## src/sft_map.vh

```
`ifndef SFT_MAP_VH
`define SFT_MAP_VH

// system clock rate and derived timing
`define SFT_SYS_CLK_MHZ 40
`define SFT_MIN_PULSE_NS 200
`define SFT_MIN_PULSE_CYC ((`SFT_MIN_PULSE_NS * `SFT_SYS_CLK_MHZ + 999) / 1000)
`define SFT_TXC_STABLE_CYC 1

// line characters
`define SFT_FLAG_CHAR 16'h007e
`define SFT_ABORT_CHAR 16'h00ff
`define SFT_MARK_CHAR 16'hffff
`define SFT_FLAG_BITS 5'h08
`define SFT_ABORT_BITS 5'h08
`define SFT_CRC_BITS 5'h10
`define SFT_STUFF_RUN 3'h5

// crc generator, x^16 + x^12 + x^5 + 1 in bit-reversed form
`define SFT_CRC_PRESET 16'hffff
`define SFT_CRC_POLY_REV 16'h8408

// reset values
`define SFT_RST_UNDERRUN 1'b1
`define SFT_RST_LINE 1'b1

`endif

```

## src/sft_pin_filter.v

```verilog
`timescale 1ns/100ps
// two-flop synchroniser followed by a stability filter
module sft_pin_filter #(
    parameter STABLE_CYC = 8,
    parameter INIT = 1'b1
) (
    input wire i_sys_clk,
    input wire i_rstn,
    input wire i_pin,
    output reg o_level,
    output reg o_change
);

reg meta_r;
reg sync_r;
reg [7:0] stable_r;
wire [7:0] stable_lim;

assign stable_lim = STABLE_CYC[7:0];

always @(posedge i_sys_clk or negedge i_rstn)
begin
    if (!i_rstn)
    begin
        meta_r <= INIT;
        sync_r <= INIT;
        stable_r <= 8'h00;
        o_level <= INIT;
        o_change <= 1'b0;
    end
    else
    begin
        meta_r <= i_pin;
        sync_r <= meta_r;
        o_change <= 1'b0;
        if (sync_r == o_level)
        begin
            stable_r <= 8'h00;
        end
        else if (stable_r + 8'h01 >= stable_lim)
        begin
            // level held long enough: accept it
            o_level <= sync_r;
            o_change <= 1'b1;
            stable_r <= 8'h00;
        end
        else
        begin
            stable_r <= stable_r + 8'h01;
        end
    end
end

endmodule // sft_pin_filter

```

## src/sft_frame_tx.v

```verilog
// Functional notes
// software programs mode control first: x1 clock, sdlc, sync modes
// software loads flag pattern 01111110 in second sync word register
// rts and dtr pins drive the inverted control bits
// with auto enable, dcd gates receiver and cts gates transmitter
// dcd or cts change longer than minimum pulse raises ext/status interrupt
// no parity is ever added to flags or crc
// software selects the sdlc crc polynomial; crc-16 is undefined
// line idles high after reset or disabled; send break forces low
// enabled with empty buffer sends back-to-back flags
// character buffered before enable replaces the first flag
// abort drops data, sends eight ones, then continuous flags
// insert zero after five ones in frame data, not flags or aborts
// reset crc command presets generator to all ones
// frame starts on first buffer write; device adds only flags and crc
// lsb first, line changes on falling edge of tx bit clock
// one to eight right-justified bits per character, upper bits ignored
// character length change applies to buffered characters, not current
// flags always eight bits, crc always sixteen bits
// tx interrupt when buffer empties; cleared by write or reset command
// buffer-empty sets when buffer moves to shifter, clears on write
// dma request asserted while transmitter needs a character
// underrun sends crc then flags if underrun bit zero, else flags
// underrun bit is one after reset, cleared only by its command
// crc is inverted before transmission
// first crc bit sets underrun bit and raises ext/status interrupt
// crc polynomial x^16+x^12+x^5+1 over every frame character
`timescale 1ns/100ps
`include "sft_map.vh"
module sft_frame_tx (
    input wire i_sys_clk,
    input wire i_rstn,
    input wire i_tx_bit_clock,
    input wire i_cts_n,
    input wire i_dcd_n,
    input wire i_tx_enable,
    input wire i_send_break,
    input wire i_rts_bit,
    input wire i_dtr_bit,
    input wire i_auto_enable,
    input wire i_ext_int_enable,
    input wire i_crc_enable,
    input wire [2:0] i_bits_per_char,
    input wire i_cmd_send_abort,
    input wire i_cmd_reset_crc,
    input wire i_cmd_reset_tx_int,
    input wire i_cmd_reset_underrun,
    input wire i_cmd_reset_ext_status,
    input wire i_buf_wr,
    input wire [7:0] i_buf_data,
    output reg o_txd,
    output reg o_rts_n,
    output reg o_dtr_n,
    output reg o_rx_gate,
    output reg o_tx_int,
    output reg o_ext_status_int,
    output reg o_buf_empty,
    output reg o_tx_underrun_end_of_message,
    output reg o_tx_dma_request
);

localparam K_MARK = 3'h0;
localparam K_FLAG = 3'h1;
localparam K_DATA = 3'h2;
localparam K_CRC = 3'h3;
localparam K_ABORT = 3'h4;

// one serial step of the bit-reversed crc
function [15:0] crc_step;
    input [15:0] c;
    input b;
    begin
        if (c[0] ^ b)
            crc_step = (c >> 1) ^ `SFT_CRC_POLY_REV;
        else
            crc_step = c >> 1;
    end
endfunction

// bits per character, code zero meaning eight
function [4:0] char_bits;
    input [2:0] code;
    begin
        if (code == 3'h0)
            char_bits = 5'h08;
        else
            char_bits = {2'b00, code};
    end
endfunction

wire txc_lvl;
wire cts_n_lvl;
wire cts_chg;
wire dcd_n_lvl;
wire dcd_chg;
reg txc_prev_r;
wire tick;
wire tx_go;
wire abort_go;

reg [15:0] sh_r;
reg [4:0] cnt_r;
reg [2:0] kind_r;
reg [2:0] ones_r;
reg [15:0] crc_r;
reg [7:0] buf_r;
reg buf_full_r;
reg abort_pend_r;
reg in_frame_r;
reg crc_sent_r;
reg line_r;

reg [15:0] ld_sh;
reg [4:0] ld_cnt;
reg [2:0] ld_kind;
reg stuff;
reg take_buf;
reg start_crc;
reg load_flag;
reg [15:0] sh_nxt;
reg [4:0] cnt_nxt;
reg [2:0] kind_nxt;
reg [2:0] ones_nxt;
reg [15:0] crc_nxt;
reg line_nxt;
reg buf_full_nxt;

sft_pin_filter #(
    .STABLE_CYC(`SFT_TXC_STABLE_CYC),
    .INIT(1'b1)
) u_txc (
    .i_sys_clk(i_sys_clk),
    .i_rstn(i_rstn),
    .i_pin(i_tx_bit_clock),
    .o_level(txc_lvl),
    .o_change()
);

sft_pin_filter #(
    .STABLE_CYC(`SFT_MIN_PULSE_CYC),
    .INIT(1'b1)
) u_cts (
    .i_sys_clk(i_sys_clk),
    .i_rstn(i_rstn),
    .i_pin(i_cts_n),
    .o_level(cts_n_lvl),
    .o_change(cts_chg)
);

sft_pin_filter #(
    .STABLE_CYC(`SFT_MIN_PULSE_CYC),
    .INIT(1'b1)
) u_dcd (
    .i_sys_clk(i_sys_clk),
    .i_rstn(i_rstn),
    .i_pin(i_dcd_n),
    .o_level(dcd_n_lvl),
    .o_change(dcd_chg)
);

assign tick = txc_prev_r & ~txc_lvl;
assign tx_go = i_tx_enable & (~i_auto_enable | ~cts_n_lvl);
assign abort_go = abort_pend_r & ~((cnt_r != 5'h00) & (kind_r == K_FLAG));

// choice of the next character at a boundary, or of an abort cutting into a data or crc character
always @*
begin
    ld_sh = sh_r;
    ld_cnt = cnt_r;
    ld_kind = kind_r;
    take_buf = 1'b0;
    start_crc = 1'b0;
    load_flag = 1'b0;
    if (abort_go)
    begin
        ld_sh = `SFT_ABORT_CHAR;
        ld_cnt = `SFT_ABORT_BITS;
        ld_kind = K_ABORT;
    end
    else if (cnt_r == 5'h00)
    begin
        if (!tx_go)
        begin
            ld_sh = `SFT_MARK_CHAR;
            ld_cnt = 5'h00;
            ld_kind = K_MARK;
        end
        else if (buf_full_r)
        begin
            ld_sh = {8'h00, buf_r};
            ld_cnt = char_bits(i_bits_per_char);
            ld_kind = K_DATA;
            take_buf = 1'b1;
        end
        else if (in_frame_r && !o_tx_underrun_end_of_message)
        begin
            ld_sh = ~crc_r;
            ld_cnt = `SFT_CRC_BITS;
            ld_kind = K_CRC;
            start_crc = 1'b1;
        end
        else
        begin
            ld_sh = `SFT_FLAG_CHAR;
            ld_cnt = `SFT_FLAG_BITS;
            ld_kind = K_FLAG;
            load_flag = 1'b1;
        end
    end
    stuff = ~abort_go & (ones_r == `SFT_STUFF_RUN);
end

// bit emission on each falling tx bit clock edge
always @*
begin
    sh_nxt = sh_r;
    cnt_nxt = cnt_r;
    kind_nxt = kind_r;
    ones_nxt = ones_r;
    crc_nxt = crc_r;
    line_nxt = line_r;
    if (tick)
    begin
        if (stuff)
        begin
            line_nxt = 1'b0;
            ones_nxt = 3'h0;
        end
        else
        begin
            line_nxt = ld_sh[0];
            sh_nxt = ld_sh >> 1;
            kind_nxt = ld_kind;
            if (ld_cnt == 5'h00)
                cnt_nxt = 5'h00;
            else
                cnt_nxt = ld_cnt - 5'h01;
            if ((ld_kind == K_DATA) || (ld_kind == K_CRC))
                ones_nxt = ld_sh[0] ? ones_r + 3'h1 : 3'h0;
            else
                ones_nxt = 3'h0;
            if ((ld_kind == K_DATA) && i_crc_enable)
                crc_nxt = crc_step(crc_r, ld_sh[0]);
        end
    end
    if (i_cmd_reset_crc)
        crc_nxt = `SFT_CRC_PRESET;
end

always @*
begin
    buf_full_nxt = buf_full_r;
    if (tick && !stuff && take_buf)
        buf_full_nxt = 1'b0;
    if (i_cmd_send_abort)
        buf_full_nxt = 1'b0;
    if (i_buf_wr)
        buf_full_nxt = 1'b1;
end

always @(posedge i_sys_clk or negedge i_rstn)
begin
    if (!i_rstn)
    begin
        txc_prev_r <= 1'b1;
        sh_r <= `SFT_MARK_CHAR;
        cnt_r <= 5'h00;
        kind_r <= K_MARK;
        ones_r <= 3'h0;
        crc_r <= `SFT_CRC_PRESET;
        buf_r <= 8'h00;
        buf_full_r <= 1'b0;
        abort_pend_r <= 1'b0;
        in_frame_r <= 1'b0;
        crc_sent_r <= 1'b0;
        line_r <= `SFT_RST_LINE;
        o_txd <= `SFT_RST_LINE;
        o_rts_n <= 1'b1;
        o_dtr_n <= 1'b1;
        o_rx_gate <= 1'b0;
        o_tx_int <= 1'b0;
        o_ext_status_int <= 1'b0;
        o_buf_empty <= 1'b1;
        o_tx_underrun_end_of_message <= `SFT_RST_UNDERRUN;
        o_tx_dma_request <= 1'b0;
    end
    else
    begin
        txc_prev_r <= txc_lvl;
        sh_r <= sh_nxt;
        cnt_r <= cnt_nxt;
        kind_r <= kind_nxt;
        ones_r <= ones_nxt;
        crc_r <= crc_nxt;
        line_r <= line_nxt;
        buf_full_r <= buf_full_nxt;
        if (i_buf_wr)
            buf_r <= i_buf_data;
        o_txd <= i_send_break ? 1'b0 : line_nxt;
        o_rts_n <= ~i_rts_bit;
        o_dtr_n <= ~i_dtr_bit;
        o_rx_gate <= ~i_auto_enable | ~dcd_n_lvl;
        if (i_cmd_send_abort && (kind_r != K_ABORT))
            abort_pend_r <= 1'b1;
        else if (tick && abort_go)
            abort_pend_r <= 1'b0;
        if (tick && !stuff)
        begin
            if (abort_go || load_flag || start_crc)
                in_frame_r <= 1'b0;
            else if (take_buf)
                in_frame_r <= 1'b1;
            if (start_crc)
                crc_sent_r <= 1'b1;
            else if (load_flag || abort_go)
                crc_sent_r <= 1'b0;
        end
        // tx interrupt: set wins over clear
        if (tick && !stuff && ((take_buf && !i_buf_wr) || (load_flag && crc_sent_r)))
            o_tx_int <= 1'b1;
        else if (i_buf_wr || i_cmd_reset_tx_int || !i_tx_enable)
            o_tx_int <= 1'b0;
        // underrun latch: first crc bit sets, command clears
        if (tick && !stuff && start_crc)
            o_tx_underrun_end_of_message <= 1'b1;
        else if (i_cmd_reset_underrun)
            o_tx_underrun_end_of_message <= 1'b0;
        if ((tick && !stuff && start_crc) || (i_ext_int_enable && (cts_chg || dcd_chg)))
            o_ext_status_int <= 1'b1;
        else if (i_cmd_reset_ext_status)
            o_ext_status_int <= 1'b0;
        o_buf_empty <= ~buf_full_nxt & (kind_nxt != K_CRC);
        o_tx_dma_request <= ~buf_full_nxt & tx_go & (in_frame_r | take_buf) & ~abort_pend_r;
    end
end

endmodule // sft_frame_tx

```

## config.mk

```make
export PLATFORM = sky130hd
export DESIGN_NAME = sft_frame_tx
export DESIGN_NICKNAME = d
export VERILOG_FILES = /design/src/sft_pin_filter.v /design/src/sft_frame_tx.v
export VERILOG_INCLUDE_DIRS = /design/src
export SDC_FILE = /design/constraint.sdc
export NUM_CORES = 1
export LEC_CHECK = 0
export ABC_CLOCK_PERIOD_IN_PS = 5900
export CAP_MARGIN = 20
export CORE_ASPECT_RATIO = 0.9
export CORE_MARGIN = 2
export CORE_UTILIZATION = 56
export DETAILED_ROUTE_END_ITERATION = 8
export DONT_BUFFER_PORTS = 1
export PLACE_DENSITY = 0.71
export SLEW_MARGIN = 25
export SYNTH_ARGS = -nofsm -noshare
export SYNTH_HDL_FRONTEND = slang
export SYNTH_HIERARCHICAL = 1
export SYNTH_SLANG_ARGS = --single-unit
```

## constraint.sdc

```tcl
create_clock -name i_sys_clk -period 5.9 [get_ports i_sys_clk]
set_input_delay 1.18 -clock i_sys_clk [delete_from_list [all_inputs] [get_ports i_sys_clk]]
set_output_delay 1.18 -clock i_sys_clk [all_outputs]
set_load 0.05 [all_outputs]
```

## After elaboration in Yosys (flattened, before gate mapping)

Index checks and enable logic that the tools add are counted.

| storage, ports and cells | value |
|---|---|
| flip-flop bits (word level) | 101 |
| bits of input ports | 29 |
| output and inout port bits | 9 |
| word-level logic and storage cells | 193 |

| cells by class | value |
|---|---|
| add/sub/neg operators | 5 |
| order comparisons | 3 |
| equality and inequality tests | 10 |
| mux-type cells | 69 |
| bitwise logic cells | 29 |
| reduce and logical (&&, ||, !) cells | 42 |

Operators by type and width:

| kind | count |
|---|---|
| $mux W16 | 10 |
| $mux W8 | 6 |
| $mux W1 | 36 |
| $mux W5 | 6 |
| $add A8 B1 Y8 const B | 3 |
| $mux W3 | 7 |
| $ge A8 B4 Y1 const B | 2 |
| $not A16 Y16 | 1 |
| $reduce_bool A2 Y1 | 8 |
| $not A1 Y1 | 14 |
| $reduce_and A2 Y1 | 6 |
| $logic_and A1 B1 Y1 | 11 |
| $logic_not A5 Y1 | 2 |
| $and A1 B1 Y1 | 9 |
| $ge A8 B1 Y1 const B | 1 |
| $logic_or A1 B1 Y1 | 8 |
| $eq A3 B2 Y1 const B | 2 |
| $mux W2 | 3 |
| $reduce_bool A5 Y1 | 1 |
| $sub A5 B1 Y5 const B | 1 |
| $logic_not A1 Y1 | 4 |
| $mux W4 | 1 |
| $add A3 B1 Y3 const B | 1 |
| $eq A1 B1 Y1 | 3 |
| other kinds (10) | 12 |

## Longest topological paths before layout

| logic depth | value |
|---|---|
| depth in word-level cells | 16 |
| mapped depth | 10 |

## Modules after synthesis

The synthesis kept the hierarchy.

Modules (own cells, without submodules):

| module | times used | cells an instance | area an instance (sq um) | sequential area each (sq um) |
|---|---|---|---|---|
| sft_frame_tx | 1 | 341 | 3,377.0 | 1,700.4 |
| sft_pin_filter at u_cts ... | 2 | 38 | 496.7 | 304.0 |
| sft_pin_filter at u_txc | 1 | 39 | 510.5 | 304.0 |

## Worst setup path after synthesis

No wires, ideal clock.

| timing | value |
|---|---|
| kind | input to register |
| start | in i_tx_enable |
| end | reg cnt_r[0] |
| data arrival time | 2,627 ps |
| required time | 5,761 ps |
| slack | 3,134 ps |
| stages on the path | 8 |
| path buffers | 0 |
| path through | a21bo_2 nor3_4 and3_1 o21ai_0 ha_1 o2111ai_1 o41ai_1 o21ai_0 |

| between the ends | value |
|---|---|
| word-level cells in the longest chain between the ends | 6 |

Ends and longest elaborated chain:

| element | line | source |
|---|---|---|
| start: declaration | sft_frame_tx.v:36 | `input wire i_tx_enable,` |
| $and A1 B1 Y1 * | sft_frame_tx.v:162 | `assign tx_go = i_tx_enable & (~i_auto_enable \| ~cts_n_lvl);` |
| $mux W5 * | sft_frame_tx.v:182 | `if (!tx_go)` |
| $mux W5 * | sft_frame_tx.v:180 | `else if (cnt_r == 5'h00)` |
| $mux W5 * | sft_frame_tx.v:174 | `if (abort_go)` |
| $sub A5 B1 Y5 / $logic_not A5 Y1 (equally long branches) | sft_frame_tx.v:237, sft_frame_tx.v:234 |  |
| $mux W5 * | sft_frame_tx.v:234 | `if (ld_cnt == 5'h00)` |
| end signal: assignment | sft_frame_tx.v:291 | `cnt_r <= cnt_nxt;` |
| end: declaration | sft_frame_tx.v:102 | `reg [4:0] cnt_r;` |

Every way passes the cells marked *; elsewhere a longest branch is shown, timed or not.
A chain may end at the register's enable or synchronous reset.

## Worst setup path in the final report

| timing | value |
|---|---|
| start | reg abort_pend_r |
| end | reg cnt_r[1] |

| between the ends | value |
|---|---|
| word-level cells in the longest chain between the ends | 5 |

Ends and longest elaborated chain:

| element | line | source |
|---|---|---|
| start: declaration | sft_frame_tx.v:108 | `reg abort_pend_r;` |
| start signal: assignment | sft_frame_tx.v:273 | `abort_pend_r <= 1'b0;` |
| start signal: assignment | sft_frame_tx.v:304 | `abort_pend_r <= 1'b1;` |
| start signal: assignment | sft_frame_tx.v:306 | `abort_pend_r <= 1'b0;` |
| $and A1 B1 Y1 * | sft_frame_tx.v:163 | `assign abort_go = abort_pend_r & ~((cnt_r != 5'h00) & (kind_r == K_FLAG));` |
| branches (longest 4 deep; another with $sub A5 B1 Y5) | -- |  |

Every way passes the cells marked *.

==> reports/metrics.sh <==
GLOBALPLACE.CONGESTION=0.8775
RR_STARTPOINT='abort_pend_r$_DFFE_PN0P_'
TIMING.CLOCK.SKEW_PS=12.90
PEAKVDDDROP_uV=204.1
P_INT_mW=1.203
CTS_SINKS=101
POST_CTS_RESIZED=0
MAXIMUM_CLOCK_FREQUENCY_MHz=312.2
CTS-HOLD-FIX-BUFFERS=0
COMB_POWER_SHARE_PCT=26.8
STATUS='completed'
LAYOUT_COMMON_CELLS='53 x sky130_fd_sc_hd__dfrtp_1, 48 x sky130_fd_sc_hd__dfstp_2, 44 x sky130_fd_sc_hd__o21ai_0'
ANTENNA_FOUND_INITIAL=0
CORE_REGION_AREA_MM2=0.008488
CLOCKBUFFERDEPTH=2
GRT_START_MAX_NET_PINS=102
TIMING.FINAL.SETUP_VIOLATIONS=0
POST_SYNTH_INSTANCE_AREA_MM2=0.004850
POWER_FRAC_CLOCK_PCT=23.8
FINALWORSTPATHREQUIREDPERIOD_PS=3203
GRT_PASS1_WL_MM=16.99
DETAILEDROUTE.FIRSTITERATIONVIOLATIONS=235
SETUP_TOTAL_NEGATIVE_SLACK_PS=0
MOSTFREQUENTLAYOUTCELL='sky130_fd_sc_hd__dfrtp_1'
DIE-AREA_MM2=0.009422
FINAL_CELL_AREA_MM2=0.005185
FINAL_UTIL_PCT=61.08
MIN_FROM='u_dcd/meta_r$_DFF_PN1_'
FLOORPLAN.DIE.HEIGHT_UM=92.29
CTS_BUFFERS=9
WORST_HOLD_SLACK_ACROSS_ALL_ENDPOINTS_PS=361.5
TIGHTEST_SLEW_PS=952.6
P_LEAK_nW=2.029
DESIGN.PORTCOUNT=38
DRT_DRC_VIOLATIONS_LEFT=0
SYNTH.AVG_CELL_AREA_UM2=10.68
WORST_SLACK_PS=2697
DETAIL_ROUTE.WIRELENGTH_MM=10.07
HOLD_VIOL_FINAL=0
FLOORPLAN.INITIALDENSITY_PCT=57.13
P_SW_SHARE_PCT=34.65
GRT-OVFL-TOTAL=0
CRITICAL_PATH.TOP_DELAY_FAMILY='compound AO/OA/AOI/OAI gates'
HTREE_NUM_LEVELS=3
POST-CTS-SETUP-BUFFER-COUNT=0
REG_POWER_SHARE_PCT=49.4
DESIGN.FINAL.NETS=497
CRITPATHREQUIREDTIME_PS=6140
AREA_GROWTH_SYN_TO_LAYOUT_PCT=6.914
VIA_COUNT=3551
ROW_COUNT=32
CP.BUFFERS_INVERTERS=1
CRIT_FANOUT=16
POST-DP-HPWL_MM=6.859
VIAS_PER_CELL=6.080
DIE_WIDTH_UM=102.1
PLACE_AREA_MM2=0.004974
CLK_ROOT_BUFFER_CELL='sky130_fd_sc_hd__clkbuf_8'
ANT_NETS=0
CPMAXSTAGEDELAYCELL='sky130_fd_sc_hd__dfrtp_1'
CP_CELL_SEQUENCE='or3b_2 -> o22ai_2 -> nor2_1 -> inv_1 -> ha_1 -> o2111ai_1 -> o41ai_1 -> o21ai_0'
HOLDCRITPATHCLASS='reg2reg'
PLACEMENT.SETUP.WORST_SLACK_PS=2596
CRITPATHMAXSTAGEDELAY_PS=630
TIMING.FINAL.CRIT_SHARE_PCT=54.28
POWER_SWITCHING_uW=637.9
ANTENNA_DIODE_COUNT=0
END_KIND='flip-flop'
WORSTSETUPPATHTYPE='reg2reg'
RSZ0062_AT_GRT='no'
R2R_SLACK_PS=2700
CTS.REPORTEDPATHS.CLKPINSLEW_PS=90
IO_BUFFER_COUNT=0
CTS_TREE='built'
YS_WARN_COUNT=6
CELLPOWERDENSITY_mW_PER_MM2=355.1
NUMBER_OF_GLOBAL_ROUTE_VIAS_BEFORE_REPAIR=3492
START_KIND='flip-flop'
CLKLATENCYLATEPIN_PS=380
MAPPED_CELLS=454
WORST_EP_ARRIVAL_TIME_PS=3440
CRITPATHLAUNCH='abort_pend_r$_DFFE_PN0P_'
DRTPASS1ITERATIONS=4
TIMING.MAX_CAP.VIOLATIONS=0
DETAILED_ROUTE_WIRE_LENGTH_PER_CELL_UM=17.25
GRTUSAGETOTAL_PCT=23.16
LAYOUT_CELLS_SIZED_ABOVE_1_PCT=22.80
MAX-SLEW-MARGIN-REL_PCT=36.39
MAXSLEWVIOLCOUNT=0
sequential cells by signal (all words and copies together) (netlist names), 3 cells and up:
name / count
u_txc/stable_r: 8
sh_r: 16
cnt_r: 5
u_cts/stable_r: 8
crc_r: 16
ones_r: 3
u_dcd/stable_r: 8
buf_r: 8
kind_r: 3
through the flow:
stage,instances,total power [mW]
finish,584,1.841
global route,584,1.953
CTS,584,1.838
detailed placement,568,1.395
global placement,568,1.382
floorplan,467,1.294
per-layer routing:
| layer | part of all wire (%) | routed length [um] | global-route usage (%) | vias to the layer above |
|---|---|---|---|---|
| li1 | - | - | - | 1673 |
| met1 | 46 | 4602 | 32.58 | 1769 |
| met2 | 47 | 4730 | 35.31 | 100 |
| met3 | 6.2 | 626 | 6.174 | 9 |
| met4 | 1.1 | 114 | 6.667 | 0 |
| met5 | 0 | 0 | 0 | - |
worst register-to-register path, stage by stage (launching register included):
cell	delay [ps]
sky130_fd_sc_hd__dfrtp_1	630
sky130_fd_sc_hd__or3b_2	540
sky130_fd_sc_hd__o22ai_2	630
sky130_fd_sc_hd__nor2_1	150
sky130_fd_sc_hd__inv_1	90
sky130_fd_sc_hd__ha_1	210
sky130_fd_sc_hd__o2111ai_1	180
sky130_fd_sc_hd__o41ai_1	490
sky130_fd_sc_hd__o21ai_0	150
power by group through the flow:
stage	logic [mW]	registers, mW	clock network, mW
2_1_floorplan	0.409	0.885	0
3_3_place_gp	0.465	0.917	0
3_5_place_dp	0.477	0.918	0
4_1_cts	0.480	0.908	0.449
5_1_grt	0.554	0.923	0.477
6_report	0.493	0.910	0.438
area by class of cell:
| type | count | area [um^2] |
|---|---|---|
| clock buffers | 10 | 137.6 |
| flip-flops and latches | 101 | 2587 |
| well taps | 119 | 148.9 |
| repair buffers | 2 | 15.01 |
| multi-input cells | 327 | 2162 |
| clock inverters | 6 | 62.56 |
| fillers | 720 | 3303 |
| inverters | 19 | 71.32 |
path summary, 6_finish.rpt:
check | end | cells after the start
worst max-delay path | cnt_r[1]$_DFFE_PN0P_ | 8
worst min-delay path | u_dcd/sync_r$_DFF_PN1_ | 0
worst max register to register | cnt_r[1]$_DFFE_PN0P_ | 8
worst min register to register | u_dcd/sync_r$_DFF_PN1_ | 0
max in group asynchronous | crc_r[11]$_DFFE_PN1P_ | 0
min in group asynchronous | ones_r[2]$_DFFE_PN0P_ | 0
(Power assumes the default switching activity.)
